[src/rtl/hwlc_params.svh]
// constants for the hardware loop controller
`ifndef HWLC_PARAMS_SVH
`define HWLC_PARAMS_SVH
`define HWLC_CNT_W 13
`define HWLC_ADDR_W 16
`define HWLC_IMM_W 6
`define HWLC_ACC_W 36
`define HWLC_SR_LF_BIT 15
`define HWLC_SR_L_BIT 6
`define HWLC_DO_CYCLES 6
`define HWLC_SAT_POS 16'h7FFF
`define HWLC_SAT_NEG 16'h8000
`endif

[src/rtl/hwlc_pkg.sv]
// types for the hardware loop controller
`include "hwlc_params.svh"
package hwlc_pkg;
   typedef enum logic [3:0] {
      HWLC_IDLE = 4'h1,
      HWLC_C2 = 4'h2,
      HWLC_C3 = 4'h4,
      HWLC_TAIL = 4'h8
   } hwlc_state_t;
   typedef enum logic [1:0] {
      HWLC_SRC_IMM = 2'h0,
      HWLC_SRC_REG = 2'h1,
      HWLC_SRC_ACC = 2'h2
   } hwlc_src_t;
endpackage

[src/rtl/hwlc_core.sv]
// hardware loop controller of the program controller
//
// Overview of operation
// RULE1 - first cycle: load count, stack 0 to 1
// RULE2 - short immediate: six low bits, rest cleared
// RULE3 - second cycle: push body address, load end
// RULE4 - save active into nested, set third cycle
// RULE5 - end match, count not one: decrement, loop
// RULE6 - count one: restore flags, pop stack, fall through
// RULE7 - body refetched every pass, interruptible
// RULE8 - program avoids forbidden count source registers
// RULE9 - accumulator extension saturates count source
// RULE10 - saturation sets limit flag
// RULE11 - zero count runs loop 8192 times
// RULE12 - reset clears loop active flag
// RULE13 - address register write delayed one instruction
// RULE14 - end compare happens at fetch time
// RULE15 - program avoids control writes near end
// RULE16 - program avoids illegal loop start forms
// RULE17 - program avoids listed instructions near end
// RULE18 - program avoids listed instructions before last
// RULE19 - last loop word restrictions on program
// RULE20 - no stack moves just before start
// RULE21 - nested loops need distinct end addresses
// RULE22 - end address is last instruction address
// RULE23 - loop start takes two words, six cycles
// RULE24 - two entry loop stack, entry 0 top
`timescale 1ns/1ps
`default_nettype none
`include "hwlc_params.svh"
module hwlc_core
   import hwlc_pkg::*;
#(
   parameter int CNT_W = `HWLC_CNT_W,
   parameter int ADDR_W = `HWLC_ADDR_W
) (
   input wire logic MCLK,
   input wire logic RESETN,
   input wire logic DO_START,
   input wire hwlc_src_t DO_SRC,
   input wire logic [5:0] DO_IMM,
   input wire logic [15:0] DO_REG,
   input wire logic [35:0] DO_ACC,
   input wire logic [15:0] DO_EXT,
   input wire logic [15:0] DO_PC,
   input wire logic FETCH_VALID,
   input wire logic [15:0] FETCH_PC,
   input wire logic AREG_WR,
   input wire logic [1:0] AREG_IDX,
   input wire logic [15:0] AREG_DATA,
   output logic BUSY,
   output logic REDIRECT,
   output logic [15:0] REDIRECT_PC,
   output logic LOOP_DONE,
   output logic LIMIT_SET,
   output logic [15:0] STATUS_HI,
   output logic [CNT_W-1:0] LOOP_COUNT,
   output logic [15:0] STACK_TOP,
   output logic [15:0] STACK_NEXT,
   output logic [15:0] LOOP_END,
   output logic [63:0] AREG_VIS
);
   // ------------------------------------------------------------
   // checks
   // ------------------------------------------------------------
   if (CNT_W != `HWLC_CNT_W || ADDR_W != `HWLC_ADDR_W) begin : g_width_check
      $error("hwlc_core: unsupported width");
   end

   // ------------------------------------------------------------
   // helpers
   // ------------------------------------------------------------
   // extension in use when bits 35..31 are not all equal
   function automatic logic acc_ext_used(input logic [35:0] a);
      acc_ext_used = !((&a[35:31]) || !(|a[35:31]));
   endfunction

   function automatic logic [12:0] count_src(input hwlc_src_t s, input logic [5:0] imm,
                                             input logic [15:0] r, input logic [35:0] a);
      logic [15:0] v;
      v = 16'h0000;
      case (s)
         HWLC_SRC_IMM: v = {10'h000, imm};
         HWLC_SRC_REG: v = r;
         HWLC_SRC_ACC: begin
            if (!acc_ext_used(a)) begin
               v = a[31:16];
            end else if (a[35]) begin
               v = `HWLC_SAT_NEG;
            end else begin
               v = `HWLC_SAT_POS;
            end
         end
         default: v = r;
      endcase
      count_src = v[12:0];
   endfunction

   // ------------------------------------------------------------
   // state
   // ------------------------------------------------------------
   hwlc_state_t st_q, st_d;
   logic [2:0] tail_q, tail_d;
   logic [12:0] lc_q, lc_d;
   logic [15:0] hws0_q, hws0_d, hws1_q, hws1_d, la_q, la_d, ext_q, ext_d, pc_q, pc_d;
   logic lf_q, lf_d, nl_q, nl_d;
   logic redir_q, redir_d, done_q, done_d, lim_q, lim_d;
   logic [15:0] rpc_q, rpc_d;
   logic busy_q, busy_d;
   logic [63:0] areg_q, areg_d;
   logic match;

   always_comb begin
      st_d = st_q;
      tail_d = tail_q;
      lc_d = lc_q;
      hws0_d = hws0_q;
      hws1_d = hws1_q;
      la_d = la_q;
      ext_d = ext_q;
      pc_d = pc_q;
      lf_d = lf_q;
      nl_d = nl_q;
      redir_d = 1'b0;
      done_d = 1'b0;
      lim_d = 1'b0;
      rpc_d = rpc_q;
      areg_d = areg_q;
      // end compare at fetch time, only once the loop is armed
      match = lf_q && FETCH_VALID && (FETCH_PC == la_q);
      // RULE13 new value visible after one instruction
      if (AREG_WR) begin
         areg_d[AREG_IDX*16 +: 16] = AREG_DATA;
      end
      case (st_q)
         HWLC_IDLE: begin
            if (DO_START) begin
               // RULE1 load count, copy stack
               // RULE2 immediate zero-extended
               lc_d = count_src(DO_SRC, DO_IMM, DO_REG, DO_ACC);
               hws1_d = hws0_q;
               ext_d = DO_EXT;
               pc_d = DO_PC;
               // RULE9 RULE10 saturation flags limit
               lim_d = (DO_SRC == HWLC_SRC_ACC) && acc_ext_used(DO_ACC);
               st_d = HWLC_C2;
            end
         end
         HWLC_C2: begin
            // RULE3 push body address, load end
            hws0_d = pc_q;
            la_d = ext_q;
            // RULE4 save previous active flag
            nl_d = lf_q;
            st_d = HWLC_C3;
         end
         HWLC_C3: begin
            // RULE4 set active flag
            lf_d = 1'b1;
            tail_d = 3'(`HWLC_DO_CYCLES - 4);
            st_d = HWLC_TAIL;
         end
         HWLC_TAIL: begin
            // RULE23 pad out to six cycles
            if (tail_q == 3'h0) begin
               st_d = HWLC_IDLE;
            end else begin
               tail_d = tail_q - 3'h1;
            end
         end
         default: st_d = HWLC_IDLE;
      endcase
      // RULE14 compare at fetch
      if (match && st_q == HWLC_IDLE && !DO_START) begin
         if (lc_q != 13'h0001) begin
            // RULE5 decrement and return to top
            // RULE11 zero wraps to full range
            // RULE7 body is refetched
            lc_d = lc_q - 13'h0001;
            redir_d = 1'b1;
            rpc_d = hws0_q;
         end else begin
            // RULE6 end-of-loop processing
            // RULE24 two entry stack pop
            lf_d = nl_q;
            nl_d = 1'b0;
            hws0_d = hws1_q;
            done_d = 1'b1;
         end
      end
      // busy registered so the output comes from a flop
      busy_d = (st_d != HWLC_IDLE);
   end

   always_ff @(posedge MCLK or negedge RESETN) begin
      if (!RESETN) begin
         st_q <= HWLC_IDLE;
         tail_q <= 3'h0;
         lc_q <= 13'h0000;
         hws0_q <= 16'h0000;
         hws1_q <= 16'h0000;
         la_q <= 16'h0000;
         ext_q <= 16'h0000;
         pc_q <= 16'h0000;
         // RULE12 reset clears active flag
         lf_q <= 1'b0;
         nl_q <= 1'b0;
         redir_q <= 1'b0;
         done_q <= 1'b0;
         lim_q <= 1'b0;
         rpc_q <= 16'h0000;
         busy_q <= 1'b0;
         areg_q <= 64'h0;
      end else begin
         st_q <= st_d;
         tail_q <= tail_d;
         lc_q <= lc_d;
         hws0_q <= hws0_d;
         hws1_q <= hws1_d;
         la_q <= la_d;
         ext_q <= ext_d;
         pc_q <= pc_d;
         lf_q <= lf_d;
         nl_q <= nl_d;
         redir_q <= redir_d;
         done_q <= done_d;
         lim_q <= lim_d;
         rpc_q <= rpc_d;
         busy_q <= busy_d;
         areg_q <= areg_d;
      end
   end

   // ------------------------------------------------------------
   // outputs
   // ------------------------------------------------------------
   assign BUSY = busy_q;
   assign REDIRECT = redir_q;
   assign REDIRECT_PC = rpc_q;
   assign LOOP_DONE = done_q;
   assign LIMIT_SET = lim_q;
   assign STATUS_HI = {lf_q, 15'h0000};
   assign LOOP_COUNT = lc_q;
   assign STACK_TOP = hws0_q;
   assign STACK_NEXT = hws1_q;
   assign LOOP_END = la_q;
   assign AREG_VIS = areg_q;
endmodule
`default_nettype wire

[config.mk]
export PLATFORM = sky130hd
export DESIGN_NAME = hwlc_core
export DESIGN_NICKNAME = d
export VERILOG_FILES = /design/src/rtl/hwlc_pkg.sv /design/src/rtl/hwlc_core.sv
export VERILOG_INCLUDE_DIRS = /design/src /design/src/rtl
export SDC_FILE = /design/constraint.sdc
export NUM_CORES = 1
export LEC_CHECK = 0
export ABC_CLOCK_PERIOD_IN_PS = 2600
export BUFFER_PORTS_ARGS = -buffer_cell sky130_fd_sc_hd__buf_2
export CAP_MARGIN = 20
export CORE_UTILIZATION = 50
export DETAILED_ROUTE_END_ITERATION = 8
export PLACE_DENSITY = 0.81
export SYNTH_ARGS = -nofsm -noshare
export SYNTH_HDL_FRONTEND = slang
export SYNTH_SLANG_ARGS = --single-unit
[constraint.sdc]
create_clock -name MCLK -period 2.6 [get_ports MCLK]
set_input_delay 0.39 -clock MCLK [delete_from_list [all_inputs] [get_ports MCLK]]
set_output_delay 0.39 -clock MCLK [all_outputs]
set_load 0.02 [all_outputs]
==> impl_metrics.tcl <==
set metrics [dict create \
    hold_violations 0 \
    nNetsFinal 1156 \
    yosys-top-cells-area "dfrtp_1 (58%), nand2_1 (9.9%), a22o_1 (7.0%)" \
    worst_slew_pin_slew_ps 673 \
    peakVddDrop_v 0.000487 \
    cp_cell_sequence "or4b_4 -> nor3_4 -> nand4_4 -> nor3b_4 -> mux2_1 -> o21a_1" \
    final-seq-area_mm2 0.00466 \
    slew_viol_final 0 \
    cts-buffers-inserted 17 \
    critPathTopFamily "simple AND/OR/NAND/NOR gates" \
    criticalPathCategory "flop to flop" \
    synth_edf_count 0 \
    crit_required_ps 2900 \
    core_area_mm2 0.0154 \
    ioPinCount 292 \
    yosysWarningCount 0 \
    root_buffer "clkbuf_16" \
    post_drt_wl_per_cell_um 16.5 \
    placementRows 45 \
    max_cap_viol_count 0 \
    timing.rr.start "st_q[0]$_DFF_PN1_" \
    worstHoldStart "DO_PC[9]" \
    syn2layout_area_growth_pct 26.9 \
    clock_path_buffers 2 \
    drc 0 \
    async_flop_share 1.00 \
    powerDensity_mw_per_mm2 1010 \
    clkTransAtPathRegs_ps 70 \
    max_slew_margin 0.545 \
    final_util 0.660 \
    port_buffers 255 \
    track_usage 0.254 \
    grt_max_degree 60 \
    hold_ws_ps 159 \
    hp-class "primary input to flop" \
    worstRegToRegCells 6 \
    period_needed_ps 2460 \
    dieArea_mm2 0.0166 \
    crit_fanout 6 \
    grt_antenna_before_repair 0 \
    start_util 0.520 \
    dp_hpwl_um 14500 \
    cts.sinks 186 \
    syn_area_mm2 0.00802 \
    clock_skew_ps 10.5 \
    syn_avg_cell_area_um2 10.6 \
    end_kind "flop" \
    multi_input_area_mm2 0.00311 \
    htree_levels 4 \
    worst_slack_ps 135 \
    drive_above_1_share 0.332 \
    cts_tree "yes" \
    rsz0062_at_grt "false" \
    netlist_instances 754 \
    clkLatencyLatePin_ps 420 \
    finalSetupTns_ps 0 \
    reg2reg_slack_ps 140 \
    p_leak_nw 5.40 \
    fin_crit_sh 0.948 \
    routed_wl_um 20400 \
    fmax_ghz 0.406 \
    diodes 0 \
    critPathBufInv 0 \
    routed_via_density 5.27 \
    die_x_um 129 \
    yosys.cell_types.count 50 \
    yosysTopAreaCellShare 0.577 \
    grt_first_pass_wirelength_um 32300 \
    whs_endpoint "pc_q[9]$_DFFE_PN0P_" \
    first_pass_iters 5 \
    nFillCells 1248 \
    finalSetupViolCount 0 \
    globalplace.congestion 0.858 \
    arrival_ps 2770 \
    holdPathStages 3 \
    place_ws_ps 154 \
    grt.overflow.total 0 \
    synth_flop_cell "dfrtp_1" \
    die_y_um 129 \
    ys_ff_latch 186 \
    cp_slowest_cell "dfstp_2" \
    worst_setup_path_start_kind "flop" \
    grt_pass1_vias 6360 \
    cts_setup_buffers 0 \
    synth_top_area_cell "dfrtp_1" \
    rr_endpoint "LOOP_COUNT[3]$_DFF_PN0_" \
    first_iter_violations 336 \
    ys_seq_area_frac 0.580 \
    synth_most_common_cell "nand2_1" \
    ant_nets 0 \
    slowest_delay_ps 600 \
    status "complete, no violations" \
    yosys-top-cells-count "nand2_1 (211), dfrtp_1 (185), a22o_1 (64)" \
    vias 6526 \
]
report_power, final:
| part | switching, W | internal [W] | total [W] |
|---|---|---|---|
| clock network | 0.00108 | 0.00142 | 0.00250 |
| registers | 0.000727 | 0.00374 | 0.00447 |
| logic | 0.00206 | 0.00129 | 0.00335 |
per-layer routing:
metal / up-vias / part of all wire / global-route usage
met5: - / 0 / 0
met1: 3170 / 0.41 / 0.308
met3: 24 / 0.075 / 0.0715
met4: 0 / 0.012 / 0.0692
li1: 3078 / - / -
met2: 254 / 0.51 / 0.443
flip-flops by register name (all words and copies together) (netlist names):
signal and count:
AREG_VIS 64, BUSY 1, LIMIT_SET 1, LOOP_COUNT 13
LOOP_DONE 1, LOOP_END 16, REDIRECT 1, REDIRECT_PC 16
STACK_NEXT 16, STACK_TOP 16, ext_q 16, lf_q 1
nl_q 1, pc_q 16, st_q 4, tail_q 3
area by class of cell:
type                       count  share of cell area
sequential                   186               0.457
inverter                      14             0.00516
timing repair buffer         282               0.150
clock inverter                12              0.0136
multi-input combinational    515               0.306
clock buffer                  18              0.0422
tap                          211              0.0259
logic make-up (layout without fill, tap and decap cells):
family          after synthesis  count (layout)  synth area share
simple gates                291             291             0.161
flops                       186             186             0.580
other cells                   1              15          0.000467
mux                          39              39            0.0516
compound gates              137             137             0.124
xor+xnor                     24              24            0.0262
fa+ha+maj                     9               9            0.0140
buf+inv                      67             326            0.0426
through the flow:
stage / total power (W) / instance area [µm²] / std cells
CTS: 0.0104 / 10200 / 1238
global placement: 0.00773 / 9600 / 1207
floorplan: 0.00658 / 8080 / 768
global route: 0.0110 / 10200 / 1238
detailed placement: 0.00785 / 9600 / 1207
finish: 0.0103 / 10200 / 1238
placed cells by master (no fill, tap or decap), types with 3 or more instances in the layout:
cell / netlist / layout
buf_2: 6 / 254
nand2_1: 211 / 211
dfrtp_1: 185 / 185
a22o_1: 64 / 64
nor2_1: 32 / 32
a21oi_1: 30 / 30
buf_4: 18 / 23
o21ai_0: 21 / 21
mux2i_1: 20 / 20
mux2_2: 17 / 17
clkbuf_16: 0 / 17
conb_1: 1 / 15
inv_1: 13 / 13
xnor2_1: 13 / 13
xor2_1: 11 / 11
nor3_1: 9 / 9
ha_1: 9 / 9
nand4_1: 4 / 4
nand3_1: 4 / 4
o211ai_1: 4 / 4
inv_6: 0 / 4
nor4b_1: 6 / 3
nor4_1: 4 / 3
o21a_1: 3 / 3
and4_1: 3 / 3
a221oi_1: 3 / 3
nor4b_2: 1 / 3
clkinvlp_4: 0 / 3
buf_12: 0 / 3
worst register-to-register path: stages (launching register included):
cell     delay [ps]
dfstp_2         600
or4b_4          490
nor3_4          230
nand4_4         160
nor3b_4         350
mux2_1          350
o21a_1          170
worst max-delay path by stage:
stage	from	to	slack [ps]	depth (start not counted)
after floorplan	st_q[0]$_DFF_PN1_	LOOP_COUNT[3]$_DFF_PN0_	310	6
after global placement	st_q[0]$_DFF_PN1_	LOOP_COUNT[3]$_DFF_PN0_	190	6
after detailed placement	st_q[0]$_DFF_PN1_	LOOP_COUNT[11]$_DFF_PN0_	150	6
after CTS	st_q[0]$_DFF_PN1_	LOOP_COUNT[11]$_DFF_PN0_	120	6
after global routing	st_q[0]$_DFF_PN1_	LOOP_COUNT[11]$_DFF_PN0_	60	6
final	st_q[0]$_DFF_PN1_	LOOP_COUNT[3]$_DFF_PN0_	140	6
timing repair:
item	4_1_cts	5_1_grt
hold buffers	1	0
endpoints found under the hold margin	55	0
resized for setup	0	0
Note: power is estimated with default switching activity, not from simulation.
